File: src/rtl/tbc_consts.vh
// Purpose: constants for the tag block command handler
// Assumes: included once per file by bare name
// Notes: offsets are AHB byte addresses
// Function
// - Block addresses are one byte, 0 to 255.
// - Block count field is blocks wanted minus one.
// - Multi-block read returns consecutive blocks from the first block number.
// - Multi-block read: code 010010, optional UID, first block, count, CRC.
// - Basic variant accepts multi-block reads only in ready-state addressing; the code also accepts UID-addressed reads in any tag state.
// - Read reply: zero error flag, 32 bits per block, optional CRC.
// - Anticollision read carries mask length, mask, first block, count.
// - Any error in anticollision read means no reply at all.
// - Anticollision reply: unmasked UID bits dual-pattern, then Manchester rest.
// - Good write stores 32 data bits in the block and reports success.
// - Write: code 010100, optional UID, block number, 32 data bits, CRC.
// - Good write, lock or select reply is just a zero error flag.
// - Good lock permanently blocks further writes to that block.
// - Blocks 00h-17h, FEh and FFh lock individually.
// - Largest variant: lock of any block 18h-36h locks the whole range.
// - With password protection, lock needs a prior successful login.
// - Lock: code 010110, optional UID, block number, optional CRC.
// - Select: code 011000, mandatory 48-bit UID, optional CRC.
// - Matching select UID enters selected state and replies.
// - Mismatching select in ready or quiet keeps state, stays silent.
// - Mismatching select in selected state goes quiet, no reply.
// - Error reply is error flag 1 plus code 111, optional CRC.
// - CRC appended to reply only when reply checksum flag is 1.
// - Single slot flag 0 means sixteen slots, 1 means one slot.
// - Flag pairs 00 ready tags, 10 UID match, 01 selected, 11 reserved.
`ifndef TBC_CONSTS_VH
`define TBC_CONSTS_VH
`define TBC_CMD_READ_MULTI 6'h12
`define TBC_CMD_WRITE 6'h14
`define TBC_CMD_LOCK 6'h16
`define TBC_CMD_SELECT 6'h18
`define TBC_FLAG_ADDR 4
`define TBC_FLAG_CHOSEN 3
`define TBC_FLAG_CRC 2
`define TBC_FLAG_AC 1
`define TBC_FLAG_EXT 0
`define TBC_ERR_CODE 3'h7
`define TBC_UID_BITS 6'd48
`define TBC_LAST_USER 8'h36
`define TBC_RANGE_LO 8'h18
`define TBC_IDX_FE 6'h37
`define TBC_IDX_FF 6'h38
`define TBC_IDX_NONE 6'h3F
`define TBC_NUM_BLK 57
`define TBC_OFF_CTRL 32'h0000_0000
`define TBC_OFF_UID_LO 32'h0000_0004
`define TBC_OFF_UID_HI 32'h0000_0008
`define TBC_OFF_STATUS 32'h0000_000C
`define TBC_OFF_COUNT 32'h0000_0010
`define TBC_CTRL_PWD 0
`define TBC_CTRL_LOGIN 1
`define TBC_CTRL_RANGE 2
`define TBC_CTRL_BASIC 3
`define TBC_CTRL_RST 4'h0
`define TBC_UID_RST 48'h0000_1234_5678
`define TBC_KIND_UID 2'h0
`define TBC_KIND_FLAG 2'h1
`define TBC_KIND_WORD 2'h2
`define TBC_KIND_END 2'h3
`endif

File: src/rtl/tbc_command_handler.v
// Purpose: decode reader requests, keep tag state and memory, build replies
// Assumes: requests arrive decoded with CRC already checked by the front end
// Notes: one clock, registers on AHB-Lite with zero wait states
`timescale 1ns/1ps
`include "tbc_consts.vh"
module tbc_command_handler (
  // AHB-Lite slave
  input wire hclk,
  input wire hresetn,
  input wire hsel,
  input wire [31:0] haddr,
  input wire [1:0] htrans,
  input wire hwrite,
  input wire [2:0] hsize,
  input wire [31:0] hwdata,
  input wire hready,
  output wire hreadyout,
  output wire hresp,
  output reg [31:0] hrdata,
  // Decoded request
  input wire req_valid,
  output wire req_ready,
  input wire [4:0] req_flags,
  input wire [5:0] req_cmd,
  input wire [47:0] req_uid,
  input wire [5:0] req_mask_len,
  input wire [47:0] req_mask,
  input wire [7:0] req_block,
  input wire [7:0] req_count,
  input wire [31:0] req_data,
  input wire req_error,
  input wire slot_pulse,
  // Reply stream
  output wire rsp_valid,
  input wire rsp_ready,
  output reg [1:0] rsp_kind,
  output reg [47:0] rsp_data,
  output reg [5:0] rsp_bits,
  output reg rsp_dual
);

  localparam [5:0] ST_IDLE = 6'b000001;
  localparam [5:0] ST_SLOT = 6'b000010;
  localparam [5:0] ST_UID = 6'b000100;
  localparam [5:0] ST_FLAG = 6'b001000;
  localparam [5:0] ST_DATA = 6'b010000;
  localparam [5:0] ST_END = 6'b100000;
  localparam [2:0] TAG_READY = 3'b001;
  localparam [2:0] TAG_SEL = 3'b010;
  localparam [2:0] TAG_QUIET = 3'b100;

  function [5:0] blk_idx;
    input [7:0] a;
    begin
      if (a <= `TBC_LAST_USER) begin
        blk_idx = a[5:0];
      end else if (a == 8'hFE) begin
        blk_idx = `TBC_IDX_FE;
      end else if (a == 8'hFF) begin
        blk_idx = `TBC_IDX_FF;
      end else begin
        blk_idx = `TBC_IDX_NONE;
      end
    end
  endfunction

  function in_range;
    input [7:0] a;
    begin
      in_range = (a >= `TBC_RANGE_LO) && (a <= `TBC_LAST_USER);
    end
  endfunction

  // Reply field builders
  function [47:0] flag_field;
    input err;
    begin
      if (err) begin
        flag_field = {44'h000_0000_0000, 1'b1, `TBC_ERR_CODE};
      end else begin
        flag_field = 48'h0000_0000_0000;
      end
    end
  endfunction

  function [5:0] flag_len;
    input err;
    begin
      if (err) begin
        flag_len = 6'd4;
      end else begin
        flag_len = 6'd1;
      end
    end
  endfunction

  function [47:0] end_field;
    input crc;
    begin
      end_field = {47'h0000_0000_0000, crc};
    end
  endfunction

  reg [31:0] mem [0:`TBC_NUM_BLK-1];
  reg [`TBC_NUM_BLK-1:0] locked;
  reg [3:0] ctrl;
  reg [47:0] own_uid;
  reg [2:0] tag_state;
  reg [5:0] state;
  reg [7:0] q_block;
  reg [7:0] q_left;
  reg q_err;
  reg q_read;
  reg q_crc;
  reg q_ac;
  reg [3:0] slot_wait;
  reg [15:0] req_total;
  reg last_err;
  reg ap_wr;
  reg [31:0] ap_addr;
  integer i;

  function [47:0] word_field;
    input [7:0] a;
    begin
      word_field = {16'h0000, mem[blk_idx(a)]};
    end
  endfunction

  ////////////////////////////////////////////////////////////////////
  // Request evaluation
  wire f_adr = req_flags[`TBC_FLAG_ADDR];
  wire f_sel = req_flags[`TBC_FLAG_CHOSEN];
  wire f_crc = req_flags[`TBC_FLAG_CRC];
  wire f_ac = req_flags[`TBC_FLAG_AC];
  wire f_ext = req_flags[`TBC_FLAG_EXT];
  wire uid_match = (req_uid == own_uid);
  wire [47:0] low_mask = ~({48{1'b1}} << req_mask_len);
  wire mask_ok = (req_mask_len <= `TBC_UID_BITS) &&
                 (((req_mask ^ own_uid) & low_mask) == 48'h0000_0000_0000);
  wire [47:0] uid_rest = own_uid >> req_mask_len;
  wire [8:0] last_blk = {1'b0, req_block} + {1'b0, req_count};
  wire read_ok = (last_blk <= {1'b0, `TBC_LAST_USER}) ||
                 (req_block >= 8'hFE && last_blk <= 9'h0FF);
  wire [5:0] w_idx = blk_idx(req_block);
  wire idx_ok = (w_idx != `TBC_IDX_NONE);
  wire is_read = (req_cmd == `TBC_CMD_READ_MULTI);
  wire is_write = (req_cmd == `TBC_CMD_WRITE);
  wire is_lock = (req_cmd == `TBC_CMD_LOCK);
  wire is_sel = (req_cmd == `TBC_CMD_SELECT);
  wire range_lock = ctrl[`TBC_CTRL_RANGE] && in_range(req_block);

  reg addressed;
  reg respond;
  reg error;
  always @* begin
    addressed = 1'b0;
    case ({f_adr, f_sel})
      2'b00: addressed = (tag_state == TAG_READY);
      2'b10: addressed = uid_match;
      2'b01: addressed = (tag_state == TAG_SEL) && !ctrl[`TBC_CTRL_BASIC];
      default: addressed = 1'b0;
    endcase
    respond = 1'b0;
    error = req_error;
    if (f_ext) begin
      respond = 1'b0;
    end else if (f_ac) begin
      respond = is_read && !ctrl[`TBC_CTRL_BASIC] && (tag_state == TAG_READY) &&
                mask_ok && read_ok && !req_error;
      error = 1'b0;
    end else if (is_sel) begin
      respond = f_adr && !f_sel && (uid_match || req_error);
    end else if (is_read) begin
      respond = addressed;
      error = req_error || !read_ok;
    end else if (is_write || is_lock) begin
      respond = addressed;
      error = req_error || !idx_ok || locked[w_idx];
      if (is_lock && ctrl[`TBC_CTRL_PWD] && !ctrl[`TBC_CTRL_LOGIN]) begin
        error = 1'b1;
      end
    end
  end

  assign req_ready = (state == ST_IDLE);
  wire accept = req_valid && req_ready;
  assign rsp_valid = (state == ST_UID) || (state == ST_FLAG) ||
                     (state == ST_DATA) || (state == ST_END);

  ////////////////////////////////////////////////////////////////////
  // Tag state, memory and locks
  always @(posedge hclk or negedge hresetn) begin
    if (!hresetn) begin
      tag_state <= TAG_READY;
      locked <= {`TBC_NUM_BLK{1'b0}};
      req_total <= 16'h0000;
      last_err <= 1'b0;
    end else if (accept) begin
      req_total <= req_total + 16'h0001;
      last_err <= respond && error;
      if (is_sel && !f_ac && !f_ext && !req_error) begin
        if (uid_match) begin
          tag_state <= TAG_SEL;
        end else if (tag_state == TAG_SEL) begin
          tag_state <= TAG_QUIET;
        end
      end
      if (respond && !error && !f_ac && is_lock) begin
        if (range_lock) begin
          for (i = 24; i <= 54; i = i + 1) begin
            locked[i] <= 1'b1;
          end
        end else begin
          locked[w_idx] <= 1'b1;
        end
      end
    end
  end

  always @(posedge hclk) begin
    if (accept && respond && !error && !f_ac && is_write) begin
      mem[w_idx] <= req_data;
    end
  end

  ////////////////////////////////////////////////////////////////////
  // Reply sequencer
  always @(posedge hclk or negedge hresetn) begin
    if (!hresetn) begin
      state <= ST_IDLE;
      q_block <= 8'h00;
      q_left <= 8'h00;
      q_err <= 1'b0;
      q_read <= 1'b0;
      q_crc <= 1'b0;
      q_ac <= 1'b0;
      slot_wait <= 4'h0;
      rsp_kind <= `TBC_KIND_FLAG;
      rsp_data <= 48'h0000_0000_0000;
      rsp_bits <= 6'h00;
      rsp_dual <= 1'b0;
    end else begin
      case (state)
        ST_IDLE: begin
          if (accept && respond) begin
            q_block <= req_block;
            q_left <= req_count;
            q_err <= error;
            q_read <= is_read && !f_ac;
            q_crc <= f_crc;
            q_ac <= f_ac;
            if (f_ac) begin
              rsp_kind <= `TBC_KIND_UID;
              rsp_data <= uid_rest;
              rsp_bits <= `TBC_UID_BITS - req_mask_len;
              rsp_dual <= 1'b1;
              q_read <= 1'b1;
              slot_wait <= f_adr ? 4'h0 : uid_rest[3:0];
              state <= ST_SLOT;
            end else begin
              rsp_kind <= `TBC_KIND_FLAG;
              rsp_data <= flag_field(error);
              rsp_bits <= flag_len(error);
              rsp_dual <= 1'b0;
              state <= ST_FLAG;
            end
          end
        end
        ST_SLOT: begin
          if (slot_wait == 4'h0) begin
            state <= ST_UID;
          end else if (slot_pulse) begin
            slot_wait <= slot_wait - 4'h1;
          end
        end
        ST_UID: begin
          if (rsp_ready) begin
            rsp_kind <= `TBC_KIND_FLAG;
            rsp_data <= flag_field(1'b0);
            rsp_bits <= flag_len(1'b0);
            rsp_dual <= 1'b0;
            state <= ST_FLAG;
          end
        end
        ST_FLAG: begin
          if (rsp_ready) begin
            if (q_read && !q_err) begin
              rsp_kind <= `TBC_KIND_WORD;
              rsp_data <= word_field(q_block);
              rsp_bits <= 6'd32;
              state <= ST_DATA;
            end else begin
              rsp_kind <= `TBC_KIND_END;
              rsp_data <= end_field(q_crc);
              rsp_bits <= 6'd0;
              state <= ST_END;
            end
          end
        end
        ST_DATA: begin
          if (rsp_ready) begin
            if (q_left == 8'h00) begin
              rsp_kind <= `TBC_KIND_END;
              rsp_data <= end_field(q_crc);
              rsp_bits <= 6'd0;
              state <= ST_END;
            end else begin
              q_block <= q_block + 8'h01;
              q_left <= q_left - 8'h01;
              rsp_data <= word_field(q_block + 8'h01);
            end
          end
        end
        ST_END: begin
          if (rsp_ready) begin
            state <= ST_IDLE;
          end
        end
        default: state <= ST_IDLE;
      endcase
    end
  end

  ////////////////////////////////////////////////////////////////////
  // AHB-Lite register slave
  assign hreadyout = 1'b1;
  assign hresp = 1'b0;
  wire ap_take = hsel && hready && htrans[1];
  // Status: ac flag, last error, sequencer state, tag state
  wire [31:0] status_word = {20'h0_0000, q_ac, last_err, state, tag_state, 1'b0};
  wire [31:0] count_word = {16'h0000, req_total};

  always @(posedge hclk or negedge hresetn) begin
    if (!hresetn) begin
      ap_wr <= 1'b0;
      ap_addr <= 32'h0000_0000;
      ctrl <= `TBC_CTRL_RST;
      own_uid <= `TBC_UID_RST;
      hrdata <= 32'h0000_0000;
    end else begin
      ap_wr <= ap_take && hwrite;
      if (ap_take) begin
        ap_addr <= haddr;
      end
      if (ap_wr) begin
        if (ap_addr == `TBC_OFF_CTRL) begin
          ctrl <= hwdata[3:0];
        end else if (ap_addr == `TBC_OFF_UID_LO) begin
          own_uid[31:0] <= hwdata;
        end else if (ap_addr == `TBC_OFF_UID_HI) begin
          own_uid[47:32] <= hwdata[15:0];
        end
      end
      if (ap_take && !hwrite) begin
        if (haddr == `TBC_OFF_CTRL) begin
          hrdata <= {28'h000_0000, ctrl};
        end else if (haddr == `TBC_OFF_UID_LO) begin
          hrdata <= own_uid[31:0];
        end else if (haddr == `TBC_OFF_UID_HI) begin
          hrdata <= {16'h0000, own_uid[47:32]};
        end else if (haddr == `TBC_OFF_STATUS) begin
          hrdata <= status_word;
        end else if (haddr == `TBC_OFF_COUNT) begin
          hrdata <= count_word;
        end else begin
          hrdata <= 32'h0000_0000;
        end
      end
    end
  end

endmodule

File: config.mk
export PLATFORM = sky130hd
export DESIGN_NAME = tbc_command_handler
export DESIGN_NICKNAME = d
export VERILOG_FILES = /design/src/rtl/tbc_command_handler.v
export VERILOG_INCLUDE_DIRS = /design/src /design/src/rtl
export SDC_FILE = /design/constraint.sdc
export NUM_CORES = 2
export LEC_CHECK = 0
export BUFFER_PORTS_ARGS = -buffer_cell sky130_fd_sc_hd__buf_2
export CAP_MARGIN = 20
export CORE_MARGIN = 2
export CORE_UTILIZATION = 40
export DETAILED_ROUTE_END_ITERATION = 7
export SLEW_MARGIN = 10
export SYNTH_ARGS = -nofsm -noshare
export SYNTH_HDL_FRONTEND = slang
export SYNTH_SLANG_ARGS = --single-unit
File: constraint.sdc
create_clock -name hclk -period 6.3 [get_ports hclk]
set_clock_uncertainty 0.1 [all_clocks]
set_input_delay 0.63 -clock hclk [delete_from_list [all_inputs] [get_ports hclk]]
set_output_delay 0.63 -clock hclk [all_outputs]
set_load 0.05 [all_outputs]
==> results.cfg <==
[power]
power.density_nw_per_um2 = 273
p_total_w = 0.0331
leakagePower_nw = 43.7
ir_drop_uv = 249

[routing]
dr.pass1.iters = 8
wl_um = 448000
drcViolationCount = 11
wire_per_inst_um = 33.6
vias = 90100
viasPerCell = 6.76
final_antenna_net_count = 0
detail_route.iter0.violations = 15000

[clock_network]
clk-insertion-delay-late_ps = 920
cts_htree_levels = 4
postCtsSetupRepairBufs = 0
clock-sinks = 2105
clkTransAtPathRegs_ps = 70
postCtsResizedCells = 0
cts_tree = yes
ctsHoldBuffers = 75
cts_inserted_buffers = 222
cts-root-buf = clkbuf_16
clock_path_buffers = 3

[worst_setup_path]
crit_start = q_block[1]$_DFFE_PN0P_
critical_path_required_ps = 7050
crit_type = flop to flop
start_kind = flop
rr_startpoint = q_block[1]$_DFFE_PN0P_
worstPathCellList = ha_1 > and3_1 > a21o_1 > o21ai_1 > buf_4 > and3_2 > nor2_4 > buf_12 > buf_12 > a211oi_1 > a2111oi_0 > nor4_1 > nor4_1 > a221o_1
crit_buf_inv = 3
endpoint_kind = flop
critPathSlowestCell = nor4_1
path_max_fanout = 34
worstPathArrival_ps = 6480
cpPeakStageDelay_ps = 740
crit_family = simple AND/OR/NAND/NOR gates

[run_status]
violations = DRC
status = complete, but fails checks

[sta]
final.setup.tns_ps = 0
fin_crit_sh = 0.909
rsz0062_at_grt = no
tightest_slew_ps = 1310
period_minus_slack_ps = 5730
slew_violations = 0
hold_viol_final = 0
max-slew-margin-rel = 0.125
finalSetupViolCount = 0
fmax_mhz = 175

[synth]
synth_edf_count = 1824
netlist_area_um2 = 105000
synth_ff_type = edfxtp_1
ys_seq_area_frac = 0.586
avgSynthCellArea_um2 = 11.2
postSynthNetCount = 9657
synth-seq-cells = 2105
synth_cell_types = 103
synth-async-reset-ratio = 0.133
yosys_warnings = 0
syn_inst = 9398

[placed_design]
port_buffers = 325
routabilityCongestion = 0.957
dpl.hpwl_um = 280000

[final_layout]
mostFrequentLayoutCells = edfxtp_1 (1824), nand2_1 (1808), nand3_1 (652), a221oi_1 (429), buf_2 (323)
final_common_cell = edfxtp_1
final_core_utilization = 0.462
final.fill_count = 23500
syn2layout_area_growth_pct = 14.9
drive_above_1_share = 0.146
nets = 9854

[floorplan]
io_pins = 332
die_h_um = 517
coreArea_um2 = 262000
die_area_um2 = 268000
die_x_um = 517
start_util = 0.402
rows = 188

[job]
cap_violations = 0

[global_route]
grt_antenna_before_repair = 43
grt_pass1_vias = 85800
grt_first_pass_wirelength_um = 626000
groute.usage.overall = 0.325
overflow = 0
grt_max_degree = 137

[worst_hold_path]
hold_path_startpoint = req_data[9]
hold_class = input pin to flop
## report_power, final
group          switching (W)  total (W)  internal, W  leakage (nW)
Sequential          0.000288     0.0157       0.0154          20.0
Combinational        0.00328    0.00451      0.00123          20.2
Clock                0.00581     0.0129      0.00712          3.44
## sequential cells by signal, indices dropped and copies added, names as in the netlist
name / cells
ap_addr: 32
ap_wr: 1
ctrl: 4
hrdata: 32
last_err: 1
locked: 57
mem: 1824
own_uid: 48
q_ac: 1
q_block: 8
q_crc: 1
q_err: 1
q_left: 8
q_read: 1
req_total: 16
rsp_bits: 6
rsp_data: 48
rsp_dual: 1
rsp_kind: 2
slot_wait: 4
state: 6
tag_state: 3
## area by class of cell
cell class              count  area (um^2)  area share
multi-input cells        6375        40400       0.333
repair buffers            833         7210      0.0595
inverters                  58          218     0.00180
diodes                     31         77.6    0.000640
clock inverters           114         1050     0.00871
flip-flops and latches   2105        61800       0.510
clock buffers             301         6020      0.0496
well taps                3515         4400      0.0363
## kinds of logic (layout without fill, tap and decap cells)
| logic type | Yosys count | count (layout) | share of synthesized area |
|---|---|---|---|
| and+or+nand+nor | 3418 | 3418 | 0.144 |
| AOI/OAI and AO/OA | 2311 | 2311 | 0.163 |
| DFF | 2105 | 2105 | 0.586 |
| buffers and inverters | 918 | 1306 | 0.0383 |
| muxes | 500 | 500 | 0.0547 |
| xor gates and xnor gates | 123 | 123 | 0.0103 |
| adders and majority gates | 21 | 21 | 0.00254 |
| other | 2 | 33 | 0.0000712 |
## worst register-to-register path, delay by kind of cell, from the launching register on
family          cells  cell delay [ps]
compound gates      5             1120
fa+ha+maj           1              640
buf+inv             3              770
flops               1              610
simple gates        5             2480
## per-layer routing
layer,global-route usage,vias to the layer above,wire length [um]
met5,0,-,144
met4,0.185,22,28900
met3,0.103,1494,62700
met2,0.488,6964,194000
met1,0.414,44600,162000
li1,-,36900,-
## Yosys cell counts, types with 139 or more instances
cell type,number,share of area
dfrtp_1,265,0.063
clkbuf_1,365,0.013
nor3_1,248,0.012
a221oi_1,429,0.036
buf_2,345,0.016
nand3_1,654,0.031
a31oi_1,158,0.0094
mux2_2,139,0.015
nand2_1,1814,0.065
edfxtp_1,1824,0.52
o21ai_0,299,0.014
mux2i_1,313,0.030
a221o_1,141,0.013
a21oi_1,305,0.014
nor2_1,274,0.0098
## stage by stage
step / cell area, um^2 / hold WS, ps / worst slack (ps) / instances
6_report: 121000 / 24.4 / 571 / 13300
3_3_place_gp: 113000 / 339 / 196 / 12800
3_5_place_dp: 113000 / 344 / 218 / 12800
5_1_grt: 121000 / 5.90 / 467 / 13300
4_1_cts: 121000 / 7.06 / 785 / 13300
2_1_floorplan: 105000 / 234 / -448 / 9398
## worst paths after layout
path	cells after the start	slack (ps)	to
worst max-delay path	14	570	rsp_data[5]$_DFFE_PN0P_
worst min-delay path	1	20	mem[9][9]$_DFFE_PP_
worst max register to register	14	570	rsp_data[5]$_DFFE_PN0P_
worst min register to register	1	360	locked[13]$_DFFE_PN0P_
max in group asynchronous	3	4240	req_total[5]$_DFFE_PN0P_
min in group asynchronous	2	270	rsp_data[11]$_DFFE_PN0P_
(Power assumes the default switching activity.)
